### src/common/sdcp_pkg.sv
package sdcp_pkg;

  // ************************************************************
  // Address map of the serial port
  // ************************************************************
  localparam logic [6:0] SLAVE_ADDR_V0 = 7'h20;
  localparam logic [6:0] SLAVE_ADDR_V1 = 7'h21;
  localparam logic [6:0] SLAVE_ADDR_V2 = 7'h22;
  localparam logic [6:0] SYNC_ADDR     = 7'h7E;
  localparam logic       RW_WRITE      = 1'h0;
  localparam logic       ACTION_CLEAR  = 1'h0;

  // ************************************************************
  // Field layout of the received bytes
  // ************************************************************
  localparam int         CMD_SYNC_BIT  = 0;
  localparam int         CMD_PWRDN_BIT = 1;
  localparam int         CMD_REF_BIT   = 2;
  localparam int         CODE_W        = 10;
  localparam int         HI_CODE_W     = CODE_W - 8;
  localparam logic [3:0] BYTE_BITS     = 4'h8;

  // ************************************************************
  // Types
  // ************************************************************
  typedef enum logic [2:0] {
    ST_IDLE  = 3'h0,
    ST_ADDR  = 3'h1,
    ST_CMD   = 3'h3,
    ST_LOW   = 3'h2,
    ST_HIGH  = 3'h6,
    ST_QUICK = 3'h7,
    ST_SKIP  = 3'h5
  } sdcp_state_t;

  typedef struct packed {
    logic internal_reference_select;
    logic power_down_request;
    logic sync_update_mode;
  } sdcp_cmd_t;

  typedef struct packed {
    logic scl;
    logic sda;
    logic scl_rise;
    logic scl_fall;
    logic start;
    logic stop;
  } sdcp_bus_ev_t;

  typedef struct packed {
    sdcp_state_t       state;
    logic              ack;
    logic [3:0]        bit_cnt;
    logic [7:0]        shift;
    logic              group_action_bit;
    sdcp_cmd_t         cmd;
    logic [7:0]        code_low_byte;
    logic [CODE_W-1:0] code_in;
    logic [CODE_W-1:0] code_out;
    logic              pwr_down;
    logic              sda_oe;
    logic              upd;
  } sdcp_regs_t;

  // ************************************************************
  // Reset values
  // ************************************************************
  localparam sdcp_cmd_t CMD_RESET = '0;
  localparam sdcp_regs_t REGS_RESET = '{
    state:            ST_IDLE,
    ack:              1'h0,
    bit_cnt:          4'h0,
    shift:            8'h00,
    group_action_bit: 1'h0,
    cmd:              CMD_RESET,
    code_low_byte:    8'h00,
    code_in:          '0,
    code_out:         '0,
    pwr_down:         1'h0,
    sda_oe:           1'h0,
    upd:              1'h0
  };

endpackage : sdcp_pkg

### src/rtl/sdcp_top.sv
// Functional notes
// - Answer one fixed 7-bit slave address, chosen among three variants.
// - Command bit 0 picks update on STOP (0) or on sync command (1).
// - Command bit 1 requests power-down; data latches are kept.
// - Power-down change takes effect at a STOP condition, or at the ack of sync action 0.
// - Command bit 2 picks internal reference; bits 7 to 3 ignored.
// - Sync mode off: STOP copies input registers to output latches.
// - Sync mode on: update at ack rising edge of sync update command.
// - Low data byte gives code bits 7 to 0 in order.
// - High data byte bits 1 and 0 give code bits 9 and 8.
// - Send Byte loads only the command, data registers untouched.
// - START or STOP before last data ack drops data, keeps command.
// - START or STOP before command ack drops the partial command.
// - Recognise shared sync address as a quick command.
// - Sync action 0 clears all latches at its ack rising edge.
// - Sync action 1 updates only when sync mode is set.
// - Write Word sends low then high data byte, each acknowledged.
// - Acknowledge holds SDA low through the ninth clock high phase.
`timescale 1ns/1ns
`default_nettype none

module sdcp_top #(
  parameter int unsigned VARIANT = 0
) (
  // Clock and reset
  input  wire logic                         MCLK_I,
  input  wire logic                         RST_N_I,
  // Serial bus pins
  input  wire logic                         SCL_I,
  input  wire logic                         SDA_I,
  output logic                              SDA_O,
  output logic                              SDA_OE_O,
  // Converter controls
  output logic [sdcp_pkg::CODE_W-1:0]       DAC_CODE_O,
  output logic                              DAC_UPDATE_O,
  output logic                              POWER_DOWN_O,
  output logic                              INTERNAL_REF_O,
  output logic                              SYNC_MODE_O
);

  // ************************************************************
  // Address decoding
  // ************************************************************
  function automatic logic [6:0] own_addr(input int unsigned v);
    logic [6:0] a;
    a = sdcp_pkg::SLAVE_ADDR_V0;
    if (v == 1) begin
      a = sdcp_pkg::SLAVE_ADDR_V1;
    end else if (v == 2) begin
      a = sdcp_pkg::SLAVE_ADDR_V2;
    end
    return a;
  endfunction : own_addr

  localparam logic [6:0] MY_ADDR = own_addr(VARIANT);

  // Byte that follows once an ack has been given
  function automatic sdcp_pkg::sdcp_state_t next_state(
    input sdcp_pkg::sdcp_state_t s
  );
    sdcp_pkg::sdcp_state_t r;
    unique case (s)
      sdcp_pkg::ST_ADDR: begin
        r = sdcp_pkg::ST_CMD;
      end
      sdcp_pkg::ST_CMD: begin
        r = sdcp_pkg::ST_LOW;
      end
      sdcp_pkg::ST_LOW: begin
        r = sdcp_pkg::ST_HIGH;
      end
      default: begin
        r = sdcp_pkg::ST_SKIP;
      end
    endcase
    return r;
  endfunction : next_state

  function automatic sdcp_pkg::sdcp_cmd_t cmd_decode(input logic [7:0] b);
    sdcp_pkg::sdcp_cmd_t c;
    c.sync_update_mode          = b[sdcp_pkg::CMD_SYNC_BIT];
    c.power_down_request        = b[sdcp_pkg::CMD_PWRDN_BIT];
    c.internal_reference_select = b[sdcp_pkg::CMD_REF_BIT];
    return c;
  endfunction : cmd_decode

  // ************************************************************
  // Pin synchroniser and condition detector
  // ************************************************************
  sdcp_pkg::sdcp_bus_ev_t ev;

  sdcp_bus_sync u_sync (
    .clk_i   (MCLK_I),
    .rst_n_i (RST_N_I),
    .scl_i   (SCL_I),
    .sda_i   (SDA_I),
    .ev_o    (ev)
  );

  // ************************************************************
  // State
  // ************************************************************
  sdcp_pkg::sdcp_regs_t q;
  sdcp_pkg::sdcp_regs_t d;
  logic                 busy;

  assign busy = (q.state != sdcp_pkg::ST_IDLE) && (q.state != sdcp_pkg::ST_SKIP);

  // ************************************************************
  // Next-state logic
  // ************************************************************
  always_comb begin
    d     = q;
    d.upd = 1'h0;

    if (ev.start) begin
      // Uncommitted bytes vanish: commits only happen at ack
      d.state   = sdcp_pkg::ST_ADDR;
      d.ack     = 1'h0;
      d.bit_cnt = 4'h0;
      d.sda_oe  = 1'h0;
    end else if (ev.stop) begin
      d.state    = sdcp_pkg::ST_IDLE;
      d.ack      = 1'h0;
      d.bit_cnt  = 4'h0;
      d.sda_oe   = 1'h0;
      d.pwr_down = q.cmd.power_down_request;
      if (!q.cmd.sync_update_mode) begin
        d.code_out = q.code_in;
        d.upd      = 1'h1;
      end
    end else if (busy && ev.scl_rise) begin
      if (q.ack) begin
        unique case (q.state)
          sdcp_pkg::ST_CMD: begin
            d.cmd = cmd_decode(q.shift);
          end
          sdcp_pkg::ST_LOW: begin
            d.code_low_byte = q.shift;
          end
          sdcp_pkg::ST_HIGH: begin
            // Both bytes land together, only at the last ack
            d.code_in = {q.shift[sdcp_pkg::HI_CODE_W-1:0],
                         q.code_low_byte};
          end
          sdcp_pkg::ST_QUICK: begin
            if (q.group_action_bit == sdcp_pkg::ACTION_CLEAR) begin
              d.cmd           = sdcp_pkg::CMD_RESET;
              d.code_low_byte = 8'h00;
              d.code_in       = '0;
              d.code_out      = '0;
              d.pwr_down      = 1'h0;
            end else if (q.cmd.sync_update_mode) begin
              d.code_out = q.code_in;
              d.upd      = 1'h1;
            end
          end
          default: begin
          end
        endcase
      end else if (q.bit_cnt < sdcp_pkg::BYTE_BITS) begin
        d.shift   = {q.shift[6:0], ev.sda};
        d.bit_cnt = q.bit_cnt + 4'h1;
      end
    end else if (busy && ev.scl_fall) begin
      if (q.ack) begin
        // Release only after the ninth clock has gone low again
        d.ack     = 1'h0;
        d.sda_oe  = 1'h0;
        d.bit_cnt = 4'h0;
        d.state   = next_state(q.state);
      end else if (q.bit_cnt == sdcp_pkg::BYTE_BITS) begin
        unique case (q.state)
          sdcp_pkg::ST_ADDR: begin
            if (q.shift[7:1] == MY_ADDR && q.shift[0] == sdcp_pkg::RW_WRITE) begin
              d.ack    = 1'h1;
              d.sda_oe = 1'h1;
            end else if (q.shift[7:1] == sdcp_pkg::SYNC_ADDR) begin
              d.ack              = 1'h1;
              d.sda_oe           = 1'h1;
              d.group_action_bit = q.shift[0];
              d.state            = sdcp_pkg::ST_QUICK;
            end else begin
              d.state = sdcp_pkg::ST_SKIP;
            end
          end
          sdcp_pkg::ST_CMD,
          sdcp_pkg::ST_LOW,
          sdcp_pkg::ST_HIGH: begin
            d.ack    = 1'h1;
            d.sda_oe = 1'h1;
          end
          default: begin
            d.state = sdcp_pkg::ST_SKIP;
          end
        endcase
      end
    end
  end

  // ************************************************************
  // Registers
  // ************************************************************
  always_ff @(posedge MCLK_I) begin
    if (!RST_N_I) begin
      q <= sdcp_pkg::REGS_RESET;
    end else begin
      q <= d;
    end
  end

  // ************************************************************
  // Outputs
  // ************************************************************
  // Open-drain: the data level is always low, only the enable moves
  assign SDA_O          = 1'h0;
  assign SDA_OE_O       = q.sda_oe;
  assign DAC_CODE_O     = q.code_out;
  assign DAC_UPDATE_O   = q.upd;
  assign POWER_DOWN_O   = q.pwr_down;
  assign INTERNAL_REF_O = q.cmd.internal_reference_select;
  assign SYNC_MODE_O    = q.cmd.sync_update_mode;

endmodule : sdcp_top

`default_nettype wire

### src/rtl/sdcp_bus_sync.sv
`timescale 1ns/1ns
`default_nettype none

module sdcp_bus_sync (
  // Clock and reset
  input  wire logic                  clk_i,
  input  wire logic                  rst_n_i,
  // Raw pins
  input  wire logic                  scl_i,
  input  wire logic                  sda_i,
  // Events
  output var sdcp_pkg::sdcp_bus_ev_t ev_o
);

  // ************************************************************
  // Two-stage synchronisers, then one history stage
  // ************************************************************
  logic [1:0] pin;
  logic [1:0] meta_q;
  logic [1:0] sync_q;
  logic [1:0] prev_q;

  assign pin = {scl_i, sda_i};

  genvar g;
  generate
    for (g = 0; g < 2; g++) begin : g_sync
      always_ff @(posedge clk_i) begin
        if (!rst_n_i) begin
          meta_q[g] <= 1'h1;
          sync_q[g] <= 1'h1;
          prev_q[g] <= 1'h1;
        end else begin
          meta_q[g] <= pin[g];
          sync_q[g] <= meta_q[g];
          prev_q[g] <= sync_q[g];
        end
      end
    end
  endgenerate

  // Both lines share one latency, so their order is kept
  assign ev_o.scl      = sync_q[1];
  assign ev_o.sda      = sync_q[0];
  assign ev_o.scl_rise = sync_q[1] & ~prev_q[1];
  assign ev_o.scl_fall = ~sync_q[1] & prev_q[1];
  assign ev_o.start    = sync_q[1] & prev_q[1] & prev_q[0] & ~sync_q[0];
  assign ev_o.stop     = sync_q[1] & prev_q[1] & ~prev_q[0] & sync_q[0];

endmodule : sdcp_bus_sync

`default_nettype wire

### config.mk
export PLATFORM = sky130hd
export DESIGN_NAME = sdcp_top
export DESIGN_NICKNAME = d
export VERILOG_FILES = /design/src/common/sdcp_pkg.sv /design/src/rtl/sdcp_top.sv /design/src/rtl/sdcp_bus_sync.sv
export SDC_FILE = /design/constraint.sdc
export NUM_CORES = 1
export LEC_CHECK = 0
export BUFFER_PORTS_ARGS = -buffer_cell sky130_fd_sc_hd__buf_2
export CAP_MARGIN = 20
export CORE_ASPECT_RATIO = 0.8
export CORE_MARGIN = 2
export CORE_UTILIZATION = 55
export DETAILED_ROUTE_END_ITERATION = 6
export GPL_TIMING_DRIVEN = 1
export PLACE_DENSITY = 0.74
export SLEW_MARGIN = 20
export SYNTH_ARGS = -nofsm -noshare
export SYNTH_HDL_FRONTEND = slang
export SYNTH_SLANG_ARGS = --single-unit
### constraint.sdc
create_clock -name MCLK_I -period 5.11 [get_ports MCLK_I]
set_input_delay 0.2555 -clock MCLK_I [delete_from_list [all_inputs] [get_ports MCLK_I]]
set_output_delay 0.2555 -clock MCLK_I [all_outputs]
set_load 0.05 [all_outputs]
==> flow_metrics.env, run 1 <==
export IMPL_synth_area_leaders="dfxtp_1, a21oi_1, nand3_1"
export IMPL_hold_start="SCL_I"
export IMPL_crit_type="flip-flop to flip-flop"
export IMPL_layout_drive_gt1_share_pct=12.9
export IMPL_insertion_delay_ns=0.34
export IMPL_cts_root_buf="clkbuf_8"
export IMPL_clock_fmax_mhz=370
export IMPL_synth_edf_count=0
export IMPL_drtIter0Drc=208
export IMPL_die_h_um=66.5
export IMPL_initial_utilization_pct=57.8
export IMPL_hpwl_mm=3.67
export IMPL_maxCapViolCount=0
export IMPL_ys_warnings_count=0
export IMPL_postSynthCellCount=316
export IMPL_clkTransAtPathRegs_ns=0.07
export IMPL_timing_slew_headroom_pct=36.8
export IMPL_hold_path_endpoint="u_sync.meta_q[1]"
export IMPL_worst_slew_pin_slew_ns=0.948
export IMPL_nets=321
export IMPL_synth_mux_area_share_pct=2.98
export IMPL_grt_max_degree=38
export IMPL_arrival_ns=2.92
export IMPL_hp_class="input port to flip-flop"
export IMPL_grt_pass1_vias=1955
export IMPL_hold_buffers=0
export IMPL_r2r_cells=8
export IMPL_grt_first_pass_wirelength_mm=9.40
export IMPL_globalRouteOverflowTotal=0
export IMPL_synth_top_area_share_pct=42.5
export IMPL_cts_tree="done"
export IMPL_cp_start_kind="flip-flop"
export IMPL_antenna_found_initial=0
export IMPL_port_buffers=18
export IMPL_cp_cell_sequence="xor2_1 > o21ai_0 > inv_1 > ha_1 > and2_1 > o2111a_1 > mux2i_1 > nor2_1"
export IMPL_die_width_um=82.2
export IMPL_status="completed"
export IMPL_p_per_area_nw_per_um2=318
export IMPL_ant_nets=0
export IMPL_cts_buffers_inserted=9
export IMPL_ios=20
export IMPL_routed_wl_mm=5.37
export IMPL_slew_violations=0
export IMPL_timing_rr_end="q[22]"
export IMPL_dr_pass1_iters=4
export IMPL_coreArea_um2=4650
export IMPL_synth_cell_area_um2=2690
export IMPL_vias_per_cell=5.91
export IMPL_cpPeakStageDelay_ns=0.63
export IMPL_setup_tns_ns=0
export IMPL_final_util_pct=62.0
export IMPL_synth_simple_area_share_pct=26.1
export IMPL_ys_seq_elements=57
export IMPL_dieArea_um2=5470
export IMPL_syn_to_final_growth_pct=7.31
export IMPL_async_reset_ff_share_pct=0
export IMPL_vdd_ir_drop_max_uv=209
export IMPL_synth_largest_area_cell="dfxtp_1"
export IMPL_clock_skew_final_ns=0.00661
export IMPL_crit_path_end_kind="flip-flop"
export IMPL_synth_compound_area_share_pct=17.8
export IMPL_finalWeightedCongestion=0.848
export IMPL_via_count=2240
export IMPL_cp_slowest_cell="dfxtp_1"
export IMPL_period_needed_ns=2.70
export IMPL_crit_required_ns=5.33
export IMPL_cts_repair_resized=0
export IMPL_postCtsSetupRepairBufs=0
export IMPL_n_antenna_cell=0
export IMPL_synthAdderAreaFrac_pct=1.40
export IMPL_period_share_pct=52.9
export IMPL_drc_errors=0
export IMPL_synth_cell_type_count=53
export IMPL_syn_avg_cell_area_um2=8.50
export IMPL_synth_top_family_by_area="simple AND/OR/NAND/NOR gates"
export IMPL_synth_nets=323
export IMPL_cts_num_sinks=57
export IMPL_grt_setup_unrepaired="false"
export IMPL_hold_violations=0
export IMPL_p_leak_uw=0.00103
export IMPL_grt_use_total_pct=23.2
export IMPL_holdPathStages=2
export IMPL_rows=22
export IMPL_ys_seq_area_share_pct=42.5
export IMPL_synth_ff_type="dfxtp_1"
export IMPL_path_max_fanout=18
export IMPL_clockBufferDepth=2
export IMPL_wl_per_cell_um=14.2
export IMPL_final_setup_viol_count=0
export IMPL_timing_rr_start="q[48]"
export IMPL_synthXorXnorAreaFrac_pct=1.30
export IMPL_r2r_slack_ns=2.41
export IMPL_cts_max_level=3
[cell families (layout without fill, tap and decap cells)]
kind of cell | Yosys count | count (layout)
XOR/XNOR | 4 | 4
other | 1 | 1
flip-flops | 57 | 57
multiplexers | 8 | 8
AND/OR/NAND/NOR | 131 | 131
adder cells (fa/ha/maj) | 3 | 3
buffers and inverters | 39 | 42
AO/OA/AOI/OAI | 73 | 73
[state kept, by name (all words and copies together), names as in the netlist]
register	cells
POWER_DOWN_O	1
SYNC_MODE_O	1
DAC_CODE_O	10
q	36
INTERNAL_REF_O	1
SDA_OE_O	1
u_sync.prev_q	2
DAC_UPDATE_O	1
u_sync.ev_o	2
u_sync.meta_q	2
[where the power goes]
| part | internal [uW] | switching, uW |
|---|---|---|
| combinational | 7.12 | 18.4 |
| clock | 265 | 176 |
| sequential | 447 | 4.42 |
[worst max-delay path, delay by kind of cell (launching register included)]
kind | cells | cell delay [ns]
buffers and inverters | 1 | 0.10
AOI/OAI and AO/OA | 2 | 0.75
muxes | 1 | 0.25
and+or+nand+nor | 2 | 0.21
xor gates and xnor gates | 1 | 0.49
adders and majority gates | 1 | 0.13
DFF | 1 | 0.63
[through the flow]
| stage | hold slack [ns] | total power, uW | area [um^2] | setup WS [ns] | std cells |
|---|---|---|---|---|---|
| floorplan | 0.357 | 482 | 2690 | 2.97 | 316 |
| global placement | 0.389 | 486 | 2680 | 2.58 | 363 |
| detailed placement | 0.393 | 486 | 2680 | 2.47 | 363 |
| CTS | 0.0809 | 925 | 2880 | 2.45 | 379 |
| global route | 0.0766 | 949 | 2880 | 2.13 | 379 |
| finish | 0.0941 | 917 | 2880 | 2.41 | 379 |
[synthesized netlist by cell type (3+ instances only)]
library cell  instances
dfxtp_1              57
a21oi_1              40
nand2_1              35
nand3_1              30
nand2b_1             21
clkbuf_1             12
nor2_1               12
buf_4                11
mux2i_1               8
buf_2                 6
inv_1                 6
nor3_1                6
and2_1                5
o21ai_0               5
and3b_1               4
a221oi_1              3
ha_1                  3
nand4b_1              3
nor2b_1               3
[area by class of cell]
class                      count  area (um^2)
fill                         419         1770
sequential                    57         1140
inverter                       7         26.3
tap                           60         75.1
clock inverter                 2         35.0
timing repair buffer          19         97.6
clock buffer                  14          173
multi-input combinational    220         1340
[layout by cell type (no fill, tap or decap), types with 3 or more instances in the layout]
cell | Yosys | routed
dfxtp_1 | 57 | 57
a21oi_1 | 40 | 40
nand2_1 | 35 | 35
nand3_1 | 30 | 30
nand2b_1 | 21 | 21
buf_2 | 6 | 18
nor2_1 | 12 | 12
clkbuf_8 | 0 | 12
mux2i_1 | 8 | 8
inv_1 | 6 | 6
nor3_1 | 6 | 6
o21ai_0 | 5 | 5
and2_1 | 5 | 5
and3b_1 | 4 | 4
nor2b_1 | 3 | 3
nand4b_1 | 3 | 3
a221oi_1 | 3 | 3
ha_1 | 3 | 3
[metal layers]
| metal | GRT usage (%) | up-vias | routed length [um] |
|---|---|---|---|
| li1 | - | 1106 | - |
| met1 | 33.2 | 1048 | 2640 |
| met2 | 31.2 | 78 | 2220 |
| met3 | 9.62 | 8 | 458 |
| met4 | 7.50 | 0 | 57 |
| met5 | 0 | - | 0 |
[worst max path at each step]
| stage | to | slack [ns] | depth (start not counted) | start |
|---|---|---|---|---|
| floorplan | q[46] | 2.97 | 9 | q[49] |
| global placement | q[21] | 2.58 | 8 | q[48] |
| detailed placement | q[22] | 2.47 | 8 | q[48] |
| CTS | q[22] | 2.45 | 8 | q[48] |
| global route | q[22] | 2.13 | 8 | q[48] |
| finish | q[22] | 2.41 | 8 | q[48] |
Note: power is estimated with default switching activity, not from simulation.
==> inputs of run 2 (changes only) <==
CORE_UTILIZATION = 53   (was 55)
clock period = 2.4 ns   (was 5.11 ns; I/O delays follow)
==> run 2 against run 1 <==
Critical path depth did not move. Clock-buffer cell count shrank 3. Combinational power rose to 2.6 times the previous value. Global-route usage shrank 1.8 points. First-iteration DRC count fell by 13%. Routed wire length rose by 5.5%. Largest power group unchanged. Highest routed layer unchanged.
==> flow_metrics.env, run 2 (synthesis gave the netlist of run 1 again) <==
export IMPL_status="completed"
export IMPL_crit_start="q[48]"
export IMPL_syn_to_final_growth_pct=10.3
export IMPL_hp_class="input port to flip-flop"
export IMPL_met2_length_mm=2.36
export IMPL_hpwl_mm=3.90
export IMPL_path_buf_inv=1
export IMPL_path_depth=8
export IMPL_wl_per_cell_um=14.5
export IMPL_coreArea_um2=4950
export IMPL_clockBufferDepth=2
export IMPL_layout_drive_gt1_share_pct=15.8
export IMPL_n_antenna_cell=0
export IMPL_dr_pass1_iters=4
export IMPL_cts_tree="done"
export IMPL_wl_met3_um=391
export IMPL_arrival_ns=2.41
export IMPL_wl_met1_mm=2.82
export IMPL_vias_per_cell=5.77
export IMPL_p_per_area_nw_per_um2=647
export IMPL_largest_register_ffs=36
export IMPL_cp_slowest_cell="or3_4"
export IMPL_grt_first_pass_wirelength_mm=9.40
export IMPL_grt_max_degree=30
export IMPL_timing_rr_start="q[48]"
export IMPL_ant_nets=0
export IMPL_crit_family="simple AND/OR/NAND/NOR gates"
export IMPL_rows=23
export IMPL_hold_violations=0
export IMPL_via_count=2260
export IMPL_initial_utilization_pct=54.3
export IMPL_r2r_cells=8
export IMPL_maxCapViolCount=0
export IMPL_crit_type="flip-flop to flip-flop"
export IMPL_cts_buffers_inserted=9
export IMPL_p_leak_uw=0.00107
export IMPL_routed_wl_mm=5.67
export IMPL_finalWeightedCongestion=0.872
export IMPL_cp_cell_sequence="xor2_1 > o21ai_0 > inv_1 > ha_1 > nor4bb_1 > o22ai_1 > or3_4 > a21oi_2"
export IMPL_crit_required_ns=2.68
export IMPL_hold_worst_slack_ns=0.0372
export IMPL_critPathCapture="q[46]"
export IMPL_top_layer_used="met4"
export IMPL_die_h_um=67.7
export IMPL_period_share_pct=88.6
export IMPL_timing_slew_headroom_pct=60.1
export IMPL_clock_fmax_mhz=470
export IMPL_dieArea_um2=5660
export IMPL_final_setup_viol_count=0
export IMPL_layout_common_cells="dfxtp_1, a21oi_1, nand2_1, nand3_1, nand2b_1"
export IMPL_timing_rr_end="q[46]"
export IMPL_antenna_found_initial=0
export IMPL_nets=332
export IMPL_cts_root_buf="clkbuf_8"
export IMPL_clkTransAtPathRegs_ns=0.06
export IMPL_crit_path_end_kind="flip-flop"
export IMPL_globalRouteOverflowTotal=0
export IMPL_worst_slew_pin_slew_ns=0.597
export IMPL_grt_pass1_vias=1921
export IMPL_setup_tns_ns=0
export IMPL_vdd_ir_drop_max_uv=492
export IMPL_largest_register="q"
export IMPL_port_buffers=18
export IMPL_path_max_fanout=5
export IMPL_cts_num_sinks=57
export IMPL_grt_setup_unrepaired="false"
export IMPL_cp_start_kind="flip-flop"
export IMPL_cpPeakStageDelay_ns=0.38
export IMPL_clock_skew_final_ns=0.00365
export IMPL_cts_max_level=3
export IMPL_slew_violations=0
export IMPL_insertion_delay_ns=0.35
export IMPL_grt_use_total_pct=21.5
export IMPL_drtIter0Drc=181
export IMPL_period_needed_ns=2.13
export IMPL_r2r_slack_ns=0.27
export IMPL_final_common_cell="dfxtp_1"
export IMPL_ios=20
export IMPL_die_width_um=83.6
export IMPL_drc_errors=0
## run 2: worst min path at each step
| stage | to | start | slack, ns | cells past startpoint |
|---|---|---|---|---|
| after CTS | u_sync.ev_o[5] | RST_N_I | 0.03 | 2 |
| after global placement | u_sync.meta_q[1] | SCL_I | 0.30 | 2 |
| after global routing | u_sync.ev_o[4] | RST_N_I | 0.04 | 2 |
| after floorplan | u_sync.meta_q[0] | SDA_I | 0.22 | 1 |
| after detailed placement | u_sync.meta_q[0] | SDA_I | 0.31 | 2 |
| final | u_sync.ev_o[5] | RST_N_I | 0.04 | 2 |
## run 2: metal layers
metal  global-route usage, %  vias up
li1                        -     1127
met1                    30.2     1050
met2                    30.1       70
met3                    8.19       13
met4                    7.26        0
met5                       0        -
## run 2: area by class of cell
cell class / count / area (um^2)
clock buffers: 11 / 141
multi-input cells: 220 / 1340
fillers: 428 / 1990
repair buffers: 30 / 185
clock inverters: 5 / 55.1
flip-flops and latches: 57 / 1140
inverters: 7 / 26.3
well taps: 62 / 77.6
## run 2: power by group
part	total, uW	switching, uW	internal (uW)	leakage (uW)
registers	957	5.45	952	0.000460
logic	65.9	45.1	20.7	0.000520
clock network	893	390	503	0.0000953
## run 2: through the flow
stage	cell area, um^2	power [uW]	cells	util, %	setup WS (ns)
final	2960	1920	392	59.9	0.274
after global routing	2960	1970	392	59.9	0.0372
after CTS	2960	1930	392	59.9	0.278
after detailed placement	2750	1040	374	55.5	0.327
after global placement	2750	1040	374	55.5	0.360
after floorplan	2690	1030	316	-	0.261
## run 2: timing repair
item,4_1_cts,5_1_grt
hold buffers,2,0
gates resized for setup,0,1
setup buffers,0,0
hold endpoints to repair,2,0
setup endpoints to repair,0,1
==> inputs of run 3 (changes only) <==
CORE_UTILIZATION = 54   (was 53)
PLACE_DENSITY = 0.75   (was 0.74)
SYNTH_HIERARCHICAL = 1   (was default)
==> run 3 against run 2 <==
Synthesized cell count fell by 3.2%. Clock-buffer cell count rose by 1. Fmax fell by 3.7%. Via count fell by 6.1%. Highest routed layer unchanged.
==> flow_metrics.env, run 3 <==
export IMPL_layout_common_cells="dfxtp_1, nand2_1, mux2i_1, nor2b_1, buf_2"
export IMPL_period_share_pct=92.0
export IMPL_r2r_slack_ns=0.19
export IMPL_hold_violations=0
export IMPL_largest_register_ffs=36
export IMPL_r2r_cells=7
export IMPL_finalPower_uw=1900
export IMPL_layout_drive_gt1_share_pct=14.6
export IMPL_path_max_fanout=8
export IMPL_via_count=2122
export IMPL_vdd_ir_drop_max_uv=459
export IMPL_crit_required_ns=2.63
export IMPL_setup_ws_ns=0.193
export IMPL_initial_utilization_pct=55.6
export IMPL_hold_buffers=2
export IMPL_syn_avg_cell_area_um2=9.05
export IMPL_grt_setup_unrepaired="false"
export IMPL_timing_rr_start="u_sync/ev_o[5]"
export IMPL_final_setup_viol_count=0
export IMPL_n_antenna_cell=0
export IMPL_cts_max_level=3
export IMPL_holdPathStages=2
export IMPL_largest_register="q"
export IMPL_synthTopCellsByCount="dfxtp_1, nand2_1, mux2i_1"
export IMPL_hp_class="input port to flip-flop"
export IMPL_synth_area_leaders="dfxtp_1, mux2i_1, nand2_1"
export IMPL_synth_top_area_share_pct=41.2
export IMPL_synth_ff_type="dfxtp_1"
export IMPL_synth_cell_area_um2=2770
export IMPL_die_h_um=68.0
export IMPL_period_needed_ns=2.21
export IMPL_hold_start="RST_N_I"
export IMPL_ios=20
export IMPL_port_buffers=18
export IMPL_hpwl_mm=3.72
export IMPL_worst_slew_pin_slew_ns=0.692
export IMPL_timing_rr_end="q[29]"
export IMPL_synth_most_common_cell="dfxtp_1"
export IMPL_hold_path_endpoint="u_sync/ev_o[5]"
export IMPL_insertion_delay_ns=0.33
export IMPL_dp_slack_ns=0.230
export IMPL_nets=324
export IMPL_p_per_area_nw_per_um2=622
export IMPL_synth_nets=313
export IMPL_grt_max_degree=49
export IMPL_postCtsSetupRepairBufs=0
export IMPL_syn_to_final_growth_pct=10.5
export IMPL_crit_start="u_sync/ev_o[5]"
export IMPL_cts_buffers_inserted=9
export IMPL_postSynthCellCount=306
export IMPL_dr_pass1_iters=5
export IMPL_ys_seq_elements=57
export IMPL_n_fill_cell=435
export IMPL_ys_warnings_count=6
export IMPL_clock_fmax_mhz=453
export IMPL_crit_path_end_kind="flip-flop"
export IMPL_routed_wl_mm=5.23
export IMPL_grt_pass1_vias=1837
export IMPL_clkTransAtPathRegs_ns=0.06
export IMPL_ys_seq_area_share_pct=41.2
export IMPL_dieArea_um2=5720
export IMPL_grt_use_total_pct=19.7
export IMPL_die_width_um=84.1
export IMPL_rows=23
export IMPL_drtIter0Drc=156
export IMPL_crit_type="flip-flop to flip-flop"
export IMPL_final_common_cell="dfxtp_1"
export IMPL_synth_cell_type_count=54
export IMPL_status="completed"
export IMPL_arrival_ns=2.43
export IMPL_clock_skew_final_ns=0.00522
export IMPL_cts_num_sinks=57
export IMPL_clockBufferDepth=2
export IMPL_p_leak_uw=0.00128
export IMPL_antenna_found_initial=0
export IMPL_coreArea_um2=4980
export IMPL_synth_edf_count=0
export IMPL_hold_worst_slack_ns=0.0557
export IMPL_async_reset_ff_share_pct=0
export IMPL_cts_repair_resized=0
export IMPL_cts_tree="done"
export IMPL_cp_start_kind="flip-flop"
export IMPL_ant_nets=0
export IMPL_cts_root_buf="clkbuf_8"
export IMPL_setup_tns_ns=0
export IMPL_timing_slew_headroom_pct=53.8
export IMPL_grt_first_pass_wirelength_mm=8.67
export IMPL_wl_per_cell_um=13.6
export IMPL_finalWeightedCongestion=0.886
export IMPL_vias_per_cell=5.54
export IMPL_globalRouteOverflowTotal=0
export IMPL_slew_violations=0
export IMPL_maxCapViolCount=0
export IMPL_synth_largest_area_cell="dfxtp_1"
export IMPL_drc_errors=0
-- run 3: stage by stage --
step | util [%] | instance area (um^2) | std cells
6_report | 61.4 | 3060 | 383
4_1_cts | 61.4 | 3060 | 383
3_3_place_gp | 57.0 | 2840 | 366
5_1_grt | 61.4 | 3060 | 383
2_1_floorplan | - | 2770 | 306
3_5_place_dp | 57.0 | 2840 | 366
-- run 3: report_power, final --
part	internal [uW]	total (uW)	switching, uW	leakage, uW
combinational	26.9	68.2	41.3	0.000719
sequential	952	954	2.65	0.000460
clock	526	879	353	0.000102
-- run 3: worst max path at each step --
stage | slack (ns) | endpoint | cells after the start
2_1_floorplan | 0.49 | q[13] | 8
3_3_place_gp | 0.35 | q[28] | 7
3_5_place_dp | 0.23 | q[28] | 7
4_1_cts | 0.21 | q[28] | 7
5_1_grt | 0.08 | q[27] | 7
6_report | 0.19 | q[29] | 7
-- run 3: critical path, cell delays in order (launching register included) --
cell and delay [ns]:
dfxtp_1 0.36, nor2b_1 0.32, a21boi_0 0.25, ha_1 0.17, and4bb_2 0.27, o21a_1 0.43, mux2i_1 0.25, nor2b_1 0.06
-- run 3: kinds of logic after synthesis --
group / share of synthesized area [%]
other cells: 0.135
buf+inv: 6.33
compound gates: 13.1
xor+xnor: 0.633
simple gates: 26.4
flops: 41.2
fa+ha+maj: 1.36
mux: 10.8
-- run 3: area by class of cell --
cell class              instances  area, um^2  share of cell area, %
clock buffers                  12         155                   5.07
clock inverters                 3        40.0                   1.31
inverters                       7        26.3                  0.859
multi-input cells             215        1460                   47.6
flip-flops and latches         57        1140                   37.3
well taps                      62        77.6                   2.54
repair buffers                 27         163                   5.32
-- run 3: layer usage --
layer	vias to the layer above	global-route usage [%]	wire length (um)
li1	1073	-	-
met1	975	26.6	2670
met2	59	29.6	2180
met3	15	5.91	260
met4	0	8.47	117
met5	-	0	0
